<file path="config.mk">
export PLATFORM = sky130hd
export DESIGN_NAME = dgpio_top
export DESIGN_NICKNAME = d
export VERILOG_FILES = /design/src/inc/dgpio_pkg.sv /design/src/inc/dgpio_port_if.sv /design/src/logic/dgpio_port.sv /design/src/logic/dgpio_top.sv
export VERILOG_INCLUDE_DIRS = /design/src /design/src/inc
export SDC_FILE = /design/constraint.sdc
export NUM_CORES = 1
export LEC_CHECK = 0
export BUFFER_PORTS_ARGS = -buffer_cell sky130_fd_sc_hd__buf_2
export CAP_MARGIN = 25
export CORE_ASPECT_RATIO = 1.2
export CORE_MARGIN = 2
export CORE_UTILIZATION = 45
export DETAILED_ROUTE_END_ITERATION = 8
export PLACE_DENSITY = 0.76
export SLEW_MARGIN = 30
export SYNTH_ARGS = -nofsm -noshare
export SYNTH_HDL_FRONTEND = slang
export SYNTH_SLANG_ARGS = --single-unit
</file>
<file path="constraint.sdc">
create_clock -name clk -period 1.81 [get_ports clk]
set_input_delay 0.181 -clock clk [delete_from_list [all_inputs] [get_ports clk]]
set_output_delay 0.181 -clock clk [all_outputs]
set_load 0.01 [all_outputs]
</file>
<file path="src/inc/dgpio_defs.svh">
`ifndef DGPIO_DEFS_SVH
`define DGPIO_DEFS_SVH

// Bus geometry.
`define DGPIO_ADDR_W      6
`define DGPIO_DATA_W      32
`define DGPIO_BYTE_W      8
`define DGPIO_PAD_W       24
`define DGPIO_IDX_MSB     5
`define DGPIO_IDX_LSB     2

// Register indices; the byte address is four times the index.
`define DGPIO_IDX_PE_DATA 4'h8
`define DGPIO_IDX_PF_DATA 4'ha
`define DGPIO_IDX_PF_DIR  4'hb
`define DGPIO_IDX_PE_DIR  4'hc
`define DGPIO_IDX_PE_LED  4'he
`define DGPIO_IDX_PF_LED  4'hf

// Reset values.
`define DGPIO_DIR_RST     8'h00
`define DGPIO_LED_RST     8'h00
`define DGPIO_PIN_RST     8'h00

// Bus responses.
`define DGPIO_RESP_OKAY   2'h0
`define DGPIO_RESP_SLVERR 2'h2

`endif

</file>
<file path="src/inc/dgpio_pkg.sv">
package dgpio_pkg;

  typedef logic [7:0] dgpio_byte_type;

  // Output pins read their latch, input pins read the sampled pin level.
  function automatic dgpio_byte_type dgpio_read_mux(input dgpio_byte_type dir,
                                                    input dgpio_byte_type latch,
                                                    input dgpio_byte_type pin);
    dgpio_read_mux = (dir & latch) | (~dir & pin);
  endfunction

endpackage

</file>
<file path="src/inc/dgpio_port_if.sv">
interface dgpio_port_if;
  dgpio_pkg::dgpio_byte_type wr_data;
  logic                      wr_latch;
  logic                      wr_dir;
  logic                      wr_led;
  logic                      alt_sel;
  dgpio_pkg::dgpio_byte_type alt_data;
  dgpio_pkg::dgpio_byte_type pin_in;
  dgpio_pkg::dgpio_byte_type rd_value;
  dgpio_pkg::dgpio_byte_type dir;
  dgpio_pkg::dgpio_byte_type led;
  dgpio_pkg::dgpio_byte_type pin_out;
  dgpio_pkg::dgpio_byte_type pin_oe;
  dgpio_pkg::dgpio_byte_type led_drive;

  modport ctrl (
    output wr_data, wr_latch, wr_dir, wr_led, alt_sel, alt_data, pin_in,
    input  rd_value, dir, led, pin_out, pin_oe, led_drive
  );

  modport port (
    input  wr_data, wr_latch, wr_dir, wr_led, alt_sel, alt_data, pin_in,
    output rd_value, dir, led, pin_out, pin_oe, led_drive
  );
endinterface

</file>
<file path="src/logic/dgpio_port.sv">
`include "dgpio_defs.svh"

module dgpio_port (
  input wire logic   clk,
  input wire logic   rstn,
  dgpio_port_if.port bus
);

  dgpio_pkg::dgpio_byte_type latch_q;
  dgpio_pkg::dgpio_byte_type dir_q;
  dgpio_pkg::dgpio_byte_type led_q;
  dgpio_pkg::dgpio_byte_type out_q;
  dgpio_pkg::dgpio_byte_type oe_q;
  dgpio_pkg::dgpio_byte_type drive_q;

  ////////////////////////////////////////////////////////////////////////////
  // The data latch has no reset so that its contents survive a reset.
  always_ff @(posedge clk)
  begin
    if (bus.wr_latch)
    begin
      latch_q <= bus.wr_data;
    end
  end

  always_ff @(posedge clk or negedge rstn)
  begin
    if (!rstn)
    begin
      dir_q <= `DGPIO_DIR_RST;
    end
    else if (bus.wr_dir)
    begin
      dir_q <= bus.wr_data;
    end
  end

  always_ff @(posedge clk or negedge rstn)
  begin
    if (!rstn)
    begin
      led_q <= `DGPIO_LED_RST;
    end
    else if (bus.wr_led)
    begin
      led_q <= bus.wr_data;
    end
  end

  ////////////////////////////////////////////////////////////////////////////
  // Pin drivers; the alternate function takes every pin of the port.
  always_ff @(posedge clk or negedge rstn)
  begin
    if (!rstn)
    begin
      out_q   <= `DGPIO_PIN_RST;
      oe_q    <= `DGPIO_PIN_RST;
      drive_q <= `DGPIO_PIN_RST;
    end
    else
    begin
      out_q   <= bus.alt_sel ? bus.alt_data : latch_q;
      oe_q    <= bus.alt_sel ? {`DGPIO_BYTE_W{1'b1}} : dir_q;
      drive_q <= bus.alt_sel ? `DGPIO_PIN_RST : led_q;
    end
  end

  assign bus.rd_value  = dgpio_pkg::dgpio_read_mux(dir_q, latch_q, bus.pin_in);
  assign bus.dir       = dir_q;
  assign bus.led       = led_q;
  assign bus.pin_out   = out_q;
  assign bus.pin_oe    = oe_q;
  assign bus.led_drive = drive_q;

endmodule

</file>
<file path="src/logic/dgpio_top.sv">
`include "dgpio_defs.svh"

module dgpio_top (
  input  wire logic                      clk,
  input  wire logic                      rstn,
  input  wire logic [`DGPIO_ADDR_W-1:0]  awaddr,
  input  wire logic [2:0]                awprot,
  input  wire logic                      awvalid,
  output logic                           awready,
  input  wire logic [`DGPIO_DATA_W-1:0]  wdata,
  input  wire logic [3:0]                wstrb,
  input  wire logic                      wvalid,
  output logic                           wready,
  output logic [1:0]                     bresp,
  output logic                           bvalid,
  input  wire logic                      bready,
  input  wire logic [`DGPIO_ADDR_W-1:0]  araddr,
  input  wire logic [2:0]                arprot,
  input  wire logic                      arvalid,
  output logic                           arready,
  output logic [`DGPIO_DATA_W-1:0]       rdata,
  output logic [1:0]                     rresp,
  output logic                           rvalid,
  input  wire logic                      rready,
  input  wire logic                      lcd_frontplane_select,
  input  wire logic [`DGPIO_BYTE_W-1:0]  lcd_frontplane_outputs,
  input  wire logic [`DGPIO_BYTE_W-1:0]  port_e_pin_in,
  output logic [`DGPIO_BYTE_W-1:0]       port_e_pin_out,
  output logic [`DGPIO_BYTE_W-1:0]       port_e_pin_oe,
  output logic [`DGPIO_BYTE_W-1:0]       port_e_led_drive,
  input  wire logic [`DGPIO_BYTE_W-1:0]  port_f_pin_in,
  output logic [`DGPIO_BYTE_W-1:0]       port_f_pin_out,
  output logic [`DGPIO_BYTE_W-1:0]       port_f_pin_oe,
  output logic [`DGPIO_BYTE_W-1:0]       port_f_led_drive
);

  dgpio_port_if pe_if ();
  dgpio_port_if pf_if ();

  logic                          awready_q;
  logic                          wready_q;
  logic                          aw_got_q;
  logic                          w_got_q;
  logic [`DGPIO_ADDR_W-1:0]      awaddr_q;
  dgpio_pkg::dgpio_byte_type     wdata_q;
  logic                          wlane_q;
  logic                          bvalid_q;
  logic [1:0]                    bresp_q;
  logic                          arready_q;
  logic                          rvalid_q;
  logic [1:0]                    rresp_q;
  logic [`DGPIO_DATA_W-1:0]      rdata_q;
  logic                          aw_take;
  logic                          w_take;
  logic                          ar_take;
  logic                          do_write;
  logic                          bvalid_d;
  logic                          rvalid_d;
  logic [3:0]                    wr_idx;
  logic [3:0]                    rd_idx;
  logic                          wr_hit;
  logic                          wr_en;
  logic                          rd_hit;
  dgpio_pkg::dgpio_byte_type     rd_val;

  ////////////////////////////////////////////////////////////////////////////
  // Write channels: address and data are held until both are in.
  assign aw_take  = awvalid & awready_q;
  assign w_take   = wvalid & wready_q;
  assign do_write = aw_got_q & w_got_q & ~bvalid_q;
  assign bvalid_d = do_write | (bvalid_q & ~bready);
  assign wr_idx   = awaddr_q[`DGPIO_IDX_MSB:`DGPIO_IDX_LSB];

  always_comb
  begin
    case (wr_idx)
      `DGPIO_IDX_PE_DATA,
      `DGPIO_IDX_PF_DATA,
      `DGPIO_IDX_PF_DIR,
      `DGPIO_IDX_PE_DIR,
      `DGPIO_IDX_PE_LED,
      `DGPIO_IDX_PF_LED: wr_hit = 1'b1;
      default:           wr_hit = 1'b0;
    endcase
  end

  // A mapped write with the low byte lane off changes nothing but still answers OKAY.
  assign wr_en = do_write & wr_hit & wlane_q;

  always_ff @(posedge clk or negedge rstn)
  begin
    if (!rstn)
    begin
      aw_got_q <= 1'b0;
      awaddr_q <= '0;
    end
    else if (aw_take)
    begin
      aw_got_q <= 1'b1;
      awaddr_q <= awaddr;
    end
    else if (do_write)
    begin
      aw_got_q <= 1'b0;
    end
  end

  always_ff @(posedge clk or negedge rstn)
  begin
    if (!rstn)
    begin
      w_got_q <= 1'b0;
      wdata_q <= '0;
      wlane_q <= 1'b0;
    end
    else if (w_take)
    begin
      w_got_q <= 1'b1;
      wdata_q <= wdata[`DGPIO_BYTE_W-1:0];
      wlane_q <= wstrb[0];
    end
    else if (do_write)
    begin
      w_got_q <= 1'b0;
    end
  end

  always_ff @(posedge clk or negedge rstn)
  begin
    if (!rstn)
    begin
      awready_q <= 1'b0;
    end
    else
    begin
      awready_q <= ~aw_take & ~(aw_got_q & ~do_write) & ~bvalid_d;
    end
  end

  always_ff @(posedge clk or negedge rstn)
  begin
    if (!rstn)
    begin
      wready_q <= 1'b0;
    end
    else
    begin
      wready_q <= ~w_take & ~(w_got_q & ~do_write) & ~bvalid_d;
    end
  end

  always_ff @(posedge clk or negedge rstn)
  begin
    if (!rstn)
    begin
      bvalid_q <= 1'b0;
    end
    else
    begin
      bvalid_q <= bvalid_d;
    end
  end

  always_ff @(posedge clk or negedge rstn)
  begin
    if (!rstn)
    begin
      bresp_q <= `DGPIO_RESP_OKAY;
    end
    else if (do_write)
    begin
      bresp_q <= wr_hit ? `DGPIO_RESP_OKAY : `DGPIO_RESP_SLVERR;
    end
  end

  ////////////////////////////////////////////////////////////////////////////
  // Register strobes into the two ports.
  assign pe_if.wr_data  = wdata_q;
  assign pf_if.wr_data  = wdata_q;
  assign pe_if.wr_latch = wr_en & (wr_idx == `DGPIO_IDX_PE_DATA);
  assign pf_if.wr_latch = wr_en & (wr_idx == `DGPIO_IDX_PF_DATA);
  assign pe_if.wr_dir   = wr_en & (wr_idx == `DGPIO_IDX_PE_DIR);
  assign pf_if.wr_dir   = wr_en & (wr_idx == `DGPIO_IDX_PF_DIR);
  assign pe_if.wr_led   = wr_en & (wr_idx == `DGPIO_IDX_PE_LED);
  assign pf_if.wr_led   = wr_en & (wr_idx == `DGPIO_IDX_PF_LED);
  assign pe_if.alt_sel  = lcd_frontplane_select;
  assign pe_if.alt_data = lcd_frontplane_outputs;
  assign pf_if.alt_sel  = 1'b0;
  assign pf_if.alt_data = `DGPIO_PIN_RST;
  assign pe_if.pin_in   = port_e_pin_in;
  assign pf_if.pin_in   = port_f_pin_in;

  dgpio_port u_port_e (
    .clk  (clk),
    .rstn (rstn),
    .bus  (pe_if)
  );

  dgpio_port u_port_f (
    .clk  (clk),
    .rstn (rstn),
    .bus  (pf_if)
  );

  ////////////////////////////////////////////////////////////////////////////
  // Read channel: data are captured on the address handshake.
  assign ar_take  = arvalid & arready_q;
  assign rvalid_d = ar_take | (rvalid_q & ~rready);
  assign rd_idx   = araddr[`DGPIO_IDX_MSB:`DGPIO_IDX_LSB];

  always_comb
  begin
    rd_hit = 1'b1;
    case (rd_idx)
      `DGPIO_IDX_PE_DATA: rd_val = pe_if.rd_value;
      `DGPIO_IDX_PF_DATA: rd_val = pf_if.rd_value;
      `DGPIO_IDX_PE_DIR:  rd_val = pe_if.dir;
      `DGPIO_IDX_PF_DIR:  rd_val = pf_if.dir;
      `DGPIO_IDX_PE_LED:  rd_val = pe_if.led;
      `DGPIO_IDX_PF_LED:  rd_val = pf_if.led;
      default:
      begin
        rd_val = `DGPIO_PIN_RST;
        rd_hit = 1'b0;
      end
    endcase
  end

  always_ff @(posedge clk or negedge rstn)
  begin
    if (!rstn)
    begin
      arready_q <= 1'b0;
    end
    else
    begin
      arready_q <= ~ar_take & ~rvalid_d;
    end
  end

  always_ff @(posedge clk or negedge rstn)
  begin
    if (!rstn)
    begin
      rvalid_q <= 1'b0;
    end
    else
    begin
      rvalid_q <= rvalid_d;
    end
  end

  always_ff @(posedge clk or negedge rstn)
  begin
    if (!rstn)
    begin
      rdata_q <= '0;
    end
    else if (ar_take)
    begin
      rdata_q <= {{`DGPIO_PAD_W{1'b0}}, rd_val};
    end
  end

  always_ff @(posedge clk or negedge rstn)
  begin
    if (!rstn)
    begin
      rresp_q <= `DGPIO_RESP_OKAY;
    end
    else if (ar_take)
    begin
      rresp_q <= rd_hit ? `DGPIO_RESP_OKAY : `DGPIO_RESP_SLVERR;
    end
  end

  ////////////////////////////////////////////////////////////////////////////
  assign awready          = awready_q;
  assign wready           = wready_q;
  assign bvalid           = bvalid_q;
  assign bresp            = bresp_q;
  assign arready          = arready_q;
  assign rvalid           = rvalid_q;
  assign rresp            = rresp_q;
  assign rdata            = rdata_q;
  assign port_e_pin_out   = pe_if.pin_out;
  assign port_e_pin_oe    = pe_if.pin_oe;
  assign port_e_led_drive = pe_if.led_drive;
  assign port_f_pin_out   = pf_if.pin_out;
  assign port_f_pin_oe    = pf_if.pin_oe;
  assign port_f_led_drive = pf_if.led_drive;

endmodule

</file>
==> results of run 1 <==
cell usage in the layout (no fill, tap or decap), types with 4 or more instances in the layout:
| master | n |
|---|---|
| clkinv_2 | 4 |
| mux2_4 | 8 |
| mux2_2 | 45 |
| nor2_1 | 18 |
| dlygate4sd3_1 | 15 |
| buf_2 | 110 |
| clkinv_1 | 4 |
| nand2_1 | 12 |
| or2_2 | 8 |
| dfrtp_1 | 110 |
| clkbuf_16 | 17 |
| nor2b_1 | 9 |
| edfxtp_1 | 16 |
| buf_4 | 20 |
| mux2i_1 | 29 |
| o22ai_1 | 14 |
| conb_1 | 26 |
| a21oi_1 | 9 |
area by class of cell:
cell class | instances | area (um^2) | share of cell area, %
Sequential cell | 126 | 3233 | 49.96
Timing Repair Buffer | 146 | 870.8 | 13.46
Clock buffer | 18 | 439.2 | 6.787
Clock inverter | 14 | 148.9 | 2.301
Inverter | 4 | 15.01 | 0.2320
Multi-Input combinational cell | 204 | 1599 | 24.71
Tap cell | 132 | 165.2 | 2.552
path summary, 6_finish.rpt:
check,cells after the start,to,start
max,4,u_port_f.latch_q[7]$_DFFE_PP_,bvalid$_DFF_PN0_
max in group asynchronous,3,u_port_e.bus.led_drive[3]$_DFF_PN0_,rstn
min in group asynchronous,2,rdata[1]$_DFFE_PN0P_,rstn
max reg2reg,4,u_port_f.latch_q[7]$_DFFE_PP_,bvalid$_DFF_PN0_
min,2,pe_if.wr_data[0]$_DFFE_PN0P_,wdata[0]
min reg2reg,0,u_port_f.bus.pin_out[1]$_DFF_PN0_,u_port_f.latch_q[1]$_DFFE_PP_
registers in the layout (all words and copies together), names as in the netlist, 4 cells and up:
register	cells
u_port_f.bus.led	8
u_port_e.bus.pin_oe	8
rdata	8
pe_if.wr_data	8
u_port_e.bus.dir	8
u_port_e.bus.pin_out	8
u_port_f.latch_q	8
u_port_e.bus.led	8
u_port_f.bus.pin_out	8
awaddr_q	4
u_port_e.bus.led_drive	8
u_port_f.bus.dir	8
u_port_f.bus.pin_oe	8
u_port_f.bus.led_drive	8
u_port_e.latch_q	8
what timing repair did:
| action | CTS | global route |
|---|---|---|
| endpoints found under the hold margin | 50 | 0 |
| hold buffers | 15 | 0 |
| endpoints found under the setup margin | 0 | 0 |
synthesized netlist by cell type, types with 2 or more instances:
master / instances
dfrtp_1: 110
nor2b_1: 9
buf_4: 26
mux2_2: 45
nand2b_1: 2
nand2_1: 12
edfxtp_1: 16
or2_2: 8
nand3b_1: 2
inv_1: 3
nor2_1: 18
o22ai_1: 14
mux2_4: 8
a21oi_1: 9
o21ai_0: 3
clkbuf_1: 8
nor3b_1: 2
mux2i_1: 29
logic make-up (layout without fill, tap and decap cells):
group	after synthesis	after routing	synth area share [%]
AOI/OAI and AO/OA	30	30	3.604
muxes	83	83	18.57
DFF	126	126	64.68
other	1	26	0.07502
buffers and inverters	41	182	5.206
and+or+nand+nor	65	65	7.860
critical path, stage by stage (launching register included):
cell and delay [ns]:
dfrtp_1 0.39, nand3b_4 0.19, or4_1 0.50, nor2_1 0.15, buf_4 0.19
layer usage:
layer / share of wire (%) / GRT usage, % / vias to the layer above / wire (um)
met1: 39 / 22.21 / 1581 / 4372
met3: 5.9 / 6.162 / 33 / 658
met4: 3.9 / 9.846 / 0 / 430
met5: 0 / 0 / - / 0
met2: 51 / 31.17 / 121 / 5618
li1: - / - / 1477 / -
power breakdown:
part	internal, uW	switching [uW]	leakage (uW)
combinational	1030	842	0.00134
sequential	3690	685	0.00154
clock	2170	1160	0.000285
total	6890	2680	0.00317
per-stage QoR:
step	cells	instance area, um^2	power, uW	setup TNS (ns)	hold slack, ns
detailed placement	597	5733	6269	0	0.1948
finish	644	6471	9572	0	0.01369
global route	644	6471	10030	0	0.01004
CTS	644	6471	9659	0	0.0005218
floorplan	371	5092	5474	-0.9050	-0.1146
global placement	597	5733	6142	0	0.1951
==> flow_summary_export.csv, run 1 <==
group,metric,value,unit
status,status,"finished clean",
synthesis,synth_top_area_share,55.07,%
sta,slew_headroom,59.22,%
placement,dpl_worst_slack,0.09575,ns
layout,antenna_cells,0,
sta,max_freq,0.5824,GHz
sta,layout_setup_ws,0.09295,ns
placement,place.gp.congestion,0.7949,
worst_setup_path,endpoint_kind,"register",
cts,post-cts-setup-buffers,0,
worst_hold_path,min_path_type,"in -> reg",
synthesis,synthesis.area,4999,um^2
layout,fillers,864,
detailed_routing,wl_per_cell,17.20,um
sta,report.final.slew_viol_count,0,
worst_setup_path,regToRegSetupSlack,0.09,ns
layout,final_nets,585,
worst_setup_path,start_kind,"register",
grt,grt_max_degree,41,
sta,tightest_slew,0.5963,ns
cts,clkTransAtPathRegs,0.05,ns
synthesis,netlist_instances,346,
worst_setup_path,critPathKind,"reg -> reg",
layout,syn_to_final_growth,29.46,%
detailed_routing,drtAntennaViolNets,0,
placement,hpwl,7809,um
synthesis,synth-edff-count,16,
detailed_routing,via_count,3212,
synthesis,yosysWarnings,0,
detailed_routing,wirelength,11080,um
layout,layout-drive-gt1-share,44.34,%
synthesis,synth-seq-cells,126,
synthesis,synth_cell_type_count,40,
detailed_routing,drc,0,
floorplan,start_util,45.73,%
worst_setup_path,cp.required,1.93,ns
synthesis,ys.flop_type,"dfrtp_1",
cts,cts_buffers,17,
sta,finClkSkew,0.006101,ns
detailed_routing,viasPerCell,4.988,
floorplan,rows,42,
grt,grt_first_pass_wirelength,16820,um
cts,cts_root_buf,"clkbuf_16",
power,ir_drop,639.1,uV
cts,cts_sinks,126,
sta,hold_violations,0,
floorplan,io_pins,175,
grt,grt_pass1_vias,3272,
synthesis,syn_area_per_cell,14.45,um^2
grt,grt_use_total,19.05,%
job,maxCapViolCount,0,
sta,rsz0062_at_grt,"no",
cts,clkLatencyLatePin,0.41,ns
synthesis,synth_top_area_cell,"dfrtp_1",
grt,grt_antenna_before_repair,0,
worst_setup_path,cp_data_arrival_time,1.83,ns
cts,cts_buffer_depth,2,
synthesis,synth_seq_area_share,64.68,%
cts,tritoncts,"yes",
cts,cts_max_level,4,
detailed_routing,first_iter_violations,116,
layout,final_core_util,59.20,%
power,power_leakage,0.003166,uW
sta,min_period,1.717,ns
sta,setup_viol,0,
power,power.density,1479,nW/um^2
placement,port_buffers,111,
cts,ctsResizeCount,0,
detailed_routing,detail_route.first_pass.iterations,4,
synthesis,synth-async-reset-ratio,87.30,%
sta,finalCritPeriodShare,94.86,%
grt,grt_overflow,0,
floorplan,die_y,119.5,um
worst_setup_path,path_max_fanout,5,
floorplan,die_area,11970,um^2
synthesis,synth.area.top_cells,"dfrtp_1, mux2_2, edfxtp_1",
floorplan,dieWidth,100.2,um
floorplan,core_area,10930,um^2
Note: power is estimated with default switching activity, not from simulation.
==> run 2: changes to the inputs <==
==> constraint.sdc (replaced) <==
create_clock -name clk -period 1.81 [get_ports clk]
set_input_delay 0.4525 -clock clk [delete_from_list [all_inputs] [get_ports clk]]
set_output_delay 0.4525 -clock clk [all_outputs]
set_load 0.01 [all_outputs]
==> flow_summary_export.csv, run 2 (synthesis gave the netlist of run 1 again) <==
group,metric,value,unit
layout,layout-drive-gt1-share,46.00,%
worst_hold_path,min_path_type,"in -> async",
cts,cts_max_level,4,
cts,cts_buffers,17,
sta,hold_violations,0,
placement,place.gp.congestion,0.7958,
worst_setup_path,path_max_fanout,5,
sta,finalCritPeriodShare,95.53,%
power,power_leakage,0.003098,uW
power,netSwitchingFraction,28.76,%
sta,max_freq,0.5784,GHz
grt,grt_max_degree,38,
layout,antenna_cells,0,
floorplan,die_y,119.5,um
power,pwr-share-comb,20.4,%
layout,mostFrequentLayoutCells,"dfrtp_1, buf_2, mux2_2",
placement,post_dp_cell_area,5776,um^2
sta,min_period,1.729,ns
cts,clkLatencyLatePin,0.41,ns
grt,grt_antenna_before_repair,0,
status,status,"finished clean",
layout,syn_to_final_growth,26.18,%
sta,rsz0062_at_grt,"no",
floorplan,core_area,10930,um^2
detailed_routing,detail_route.first_pass.iterations,4,
sta,final.setup.tns,0,ns
detailed_routing,wirelength,11070,um
detailed_routing,drc,0,
worst_setup_path,cp.required,1.92,ns
worst_setup_path,cp_slowest_stage_delay,0.52,ns
sta,finClkSkew,0.008025,ns
power,clkPwrFrac,32.2,%
detailed_routing,wl_per_cell,17.52,um
power,total_power,9221,uW
cts,cts_sinks,126,
power,p_int,6569,uW
sta,hold_ws,0.008387,ns
cts,ctsResizeCount,0,
grt,grt_first_pass_wirelength,17130,um
cts,tritoncts,"yes",
floorplan,rows,42,
cts,clkTransAtPathRegs,0.05,ns
grt,busiest_layer,"met2",
power,seqPwrFrac,47.4,%
sta,slew_headroom,68.18,%
sta,setup_viol,0,
worst_setup_path,cp_data_arrival_time,1.84,ns
power,power.density,1462,nW/um^2
layout,fillers,904,
grt,met1_usage,22.59,%
sta,report.final.slew_viol_count,0,
worst_setup_path,critPathKind,"reg -> reg",
detailed_routing,via_count,3163,
worst_setup_path,crit_chain,"nand3b_4 -> or4_1 -> nor2_2 -> buf_4",
worst_setup_path,endpoint_kind,"register",
grt,use_met3,6.103,%
detailed_routing,viasPerCell,5.005,
cts,cts_root_buf,"clkbuf_16",
layout,stdcell_count,632,
layout,final_nets,574,
sta,tightest_slew,0.4653,ns
floorplan,io_pins,175,
floorplan,dieWidth,100.2,um
layout,design_area,6307,um^2
placement,hpwl,7864,um
floorplan,die_area,11970,um^2
detailed_routing,drtAntennaViolNets,0,
grt,use_met2,32.51,%
grt,grt_pass1_vias,3321,
power,ir_drop,590.4,uV
cts,cts_buffer_depth,2,
floorplan,start_util,45.73,%
job,maxCapViolCount,0,
layout,ff_latch_area,3233,um^2
cts,cts_hold_buf,0,
placement,port_buffers,111,
detailed_routing,first_iter_violations,187,
placement,placedCellCount,601,
worst_setup_path,slowest_stage,"or4_1",
layout,multiInputGateArea,1602,um^2
power,switching_power,2652,uW
worst_setup_path,start_kind,"register",
grt,grt_overflow,0,
grt,grt_use_total,19.37,%
cts,post-cts-setup-buffers,0,
run 2: stage by stage:
step	util, %	setup WS (ns)
detailed placement	52.84	0.05638
floorplan	-	-0.05664
global placement	52.84	0.05342
finish	57.70	0.08098
CTS	57.68	0.04192
global route	57.70	0.009853
run 2: worst paths after layout:
path,start,end,slack (ns),cells past startpoint
worst max-delay path,bvalid$_DFF_PN0_,u_port_f.latch_q[6]$_DFFE_PP_,0.08,4
worst min-delay path,rstn,u_port_f.bus.led_drive[1]$_DFF_PN0_,0.008,1
worst max register to register,bvalid$_DFF_PN0_,u_port_f.latch_q[6]$_DFFE_PP_,0.08,4
worst min register to register,u_port_f.latch_q[4]$_DFFE_PP_,u_port_f.bus.pin_out[4]$_DFF_PN0_,0.37,0
max in group asynchronous,rstn,u_port_f.bus.pin_oe[0]$_DFF_PN0_,1.21,2
min in group clk,awaddr[5],awaddr_q[5]$_DFFE_PN0P_,0.28,2
run 2: power groups by stage:
stage / Combinational (uW) / Sequential (uW) / Clock (uW)
after floorplan: 1100 / 4380 / 0
after global placement: 1810 / 4340 / 0
after detailed placement: 1880 / 4410 / 0
after CTS: 1900 / 4370 / 3020
after global routing: 2040 / 4490 / 3150
final: 1880 / 4370 / 2970
run 2: layout make-up:
class | instances | area share (%)
Sequential cell | 126 | 51.26
Multi-Input combinational cell | 204 | 25.39
Timing Repair Buffer | 135 | 12.10
Clock buffer | 23 | 7.737
Tap cell | 132 | 2.619
Clock inverter | 8 | 0.6546
Inverter | 4 | 0.2380
run 2: worst max-delay path: cells and delay by family, from the launching register on:
kind	cells	cell delay (ns)
and+or+nand+nor	3	0.85
buffers and inverters	1	0.19
DFF	1	0.39
run 2: metal layers:
metal  vias to the layer above  part of all wire, %
li1                       1451                    -
met1                      1587                   39
met2                       104                   53
met3                        21                  6.0
met4                         0                  2.0
met5                         -                    0
==> run 3: changes to the inputs <==
--- a/config.mk
+++ b/config.mk
@@ -12,8 +12,9 @@
 export CORE_MARGIN = 2
 export CORE_UTILIZATION = 45
 export DETAILED_ROUTE_END_ITERATION = 8
+export HOLD_SLACK_MARGIN = 0.15
 export PLACE_DENSITY = 0.76
-export SLEW_MARGIN = 30
+export SLEW_MARGIN = 20
 export SYNTH_ARGS = -nofsm -noshare
 export SYNTH_HDL_FRONTEND = slang
 export SYNTH_SLANG_ARGS = --single-unit
==> flow_summary_export.csv, run 3 (synthesis gave the netlist of run 1 again) <==
group,metric,value,unit
worst_hold_path,whs_path_depth,2,
cts,cts_max_level,4,
grt,grt_pass1_vias,3321,
worst_setup_path,r2r_start,"bvalid$_DFF_PN0_",
grt,grt_max_degree,38,
layout,syn_to_final_growth,26.38,%
worst_setup_path,endpoint_kind,"register",
worst_setup_path,regToRegSetupSlack,0.08,ns
detailed_routing,via_count,3179,
layout,antenna_cells,0,
layout,stdcell_count,633,
layout,final_nets,575,
cts,cts_buffer_depth,2,
power,ir_drop,590.5,uV
worst_setup_path,start_kind,"register",
power,seqPwrFrac,47.4,%
worst_setup_path,cp.required,1.92,ns
worst_setup_path,critPathKind,"reg -> reg",
job,maxCapViolCount,0,
cts,clkTransAtPathRegs,0.05,ns
detailed_routing,detail_route.first_pass.iterations,4,
power,clkPwrFrac,32.2,%
cts,tritoncts,"yes",
sta,hold_violations,0,
detailed_routing,first_iter_violations,155,
grt,grt_use_total,19.37,%
power,power_leakage,0.003102,uW
cts,cts_root_buf,"clkbuf_16",
worst_hold_path,min_path_type,"in -> reg",
sta,min_period,1.729,ns
status,status,"finished clean",
worst_setup_path,path_max_fanout,5,
placement,port_buffers,111,
floorplan,io_pins,175,
floorplan,die_area,11970,um^2
sta,hold_ws,0.2780,ns
cts,cts_sinks,126,
worst_hold_path,hold_start,"awaddr[5]",
detailed_routing,wl_per_cell,17.53,um
grt,grt_first_pass_wirelength,17130,um
detailed_routing,drc,0,
power,netSwitchingFraction,28.76,%
sta,setup_viol,0,
worst_setup_path,cp_data_arrival_time,1.84,ns
cts,cts_buffers,17,
floorplan,start_util,45.73,%
grt,grt_antenna_before_repair,0,
power,pwr-share-comb,20.4,%
placement,placedCellCount,601,
floorplan,die_y,119.5,um
sta,finalCritPeriodShare,95.52,%
sta,report.final.slew_viol_count,0,
sta,max_freq,0.5784,GHz
power,power.density,1460,nW/um^2
placement,hpwl,7864,um
placement,place.gp.congestion,0.7958,
detailed_routing,drtAntennaViolNets,0,
sta,tightest_slew,0.5044,ns
grt,grt_overflow,0,
power,switching_power,2653,uW
cts,clkLatencyLatePin,0.41,ns
detailed_routing,viasPerCell,5.022,
cts,post-cts-setup-buffers,0,
power,p_int,6570,uW
sta,final.setup.tns,0,ns
layout,mostFrequentLayoutCells,"dfrtp_1, buf_2, mux2_2",
sta,slew_headroom,66.38,%
layout,layout-drive-gt1-share,45.91,%
floorplan,core_area,10930,um^2
floorplan,rows,42,
detailed_routing,wirelength,11100,um
sta,rsz0062_at_grt,"no",
sta,finClkSkew,0.007918,ns
worst_hold_path,holdPathEnd,"awaddr_q[5]$_DFFE_PN0P_",
worst_setup_path,ff2ff_path_depth,4,
worst_setup_path,rr_endpoint,"u_port_f.latch_q[6]$_DFFE_PP_",
floorplan,dieWidth,100.2,um
==> run 3: cell count changes in the layout (fill, tap and decap cells not counted) <==
cell / change
dlygate4sd3_1: +1
==> run 3: worst max-delay path: stages (launching register included) <==
cell and delay (ns):
dfrtp_1 0.39, nand3b_4 0.19, or4_1 0.52, nor2_2 0.14, buf_4 0.19
==> run 3: how the worst max path moves through the flow <==
| stage | cells after the start | slack, ns | start | end |
|---|---|---|---|---|
| floorplan | 3 | -0.06 | bvalid$_DFF_PN0_ | u_port_f.latch_q[0]$_DFFE_PP_ |
| finish | 4 | 0.08 | bvalid$_DFF_PN0_ | u_port_f.latch_q[6]$_DFFE_PP_ |
| global route | 4 | 0.01 | bvalid$_DFF_PN0_ | u_port_e.latch_q[6]$_DFFE_PP_ |
| global placement | 4 | 0.05 | bvalid$_DFF_PN0_ | u_port_f.latch_q[4]$_DFFE_PP_ |
| detailed placement | 4 | 0.06 | bvalid$_DFF_PN0_ | u_port_f.latch_q[4]$_DFFE_PP_ |
| CTS | 4 | 0.04 | bvalid$_DFF_PN0_ | u_port_f.latch_q[6]$_DFFE_PP_ |
==> run 3: power groups by stage <==
stage | combinational, uW | sequential, uW | clock, uW
final | 1880 | 4370 | 2970
after global routing | 2040 | 4490 | 3150
after CTS | 1900 | 4370 | 3020
after detailed placement | 1880 | 4410 | 0
after global placement | 1810 | 4340 | 0
after floorplan | 1100 | 4380 | 0
==> run 3: metal layers <==
| metal | track usage, % | part of all wire, % |
|---|---|---|
| met5 | 0 | 0 |
| met4 | 8.647 | 1.9 |
| met3 | 6.103 | 6.3 |
| met2 | 32.51 | 53 |
| met1 | 22.59 | 39 |
==> run 3: what timing repair did <==
action                     CTS  global route
resized for setup            0             1
hold buffers                 1             0
hold endpoints to repair    33             0
setup endpoints to repair    0             5
==> run 3: layout make-up <==
type / count / area (um^2)
fill: 903 / 4613
sequential: 126 / 3233
multi-input combinational: 204 / 1602
timing repair buffer: 136 / 773.2
clock buffer: 23 / 488.0
tap: 132 / 165.2
clock inverter: 8 / 41.29
inverter: 4 / 15.01
==> run 3: per-stage QoR <==
step | util [%] | power [uW] | area (um^2) | setup WS [ns]
2_1_floorplan | - | 5474 | 5092 | -0.05664
3_3_place_gp | 52.84 | 6151 | 5776 | 0.05342
3_5_place_dp | 52.84 | 6283 | 5776 | 0.05638
4_1_cts | 57.77 | 9300 | 6315 | 0.04192
5_1_grt | 57.80 | 9683 | 6317 | 0.009853
6_report | 57.80 | 9223 | 6317 | 0.08109
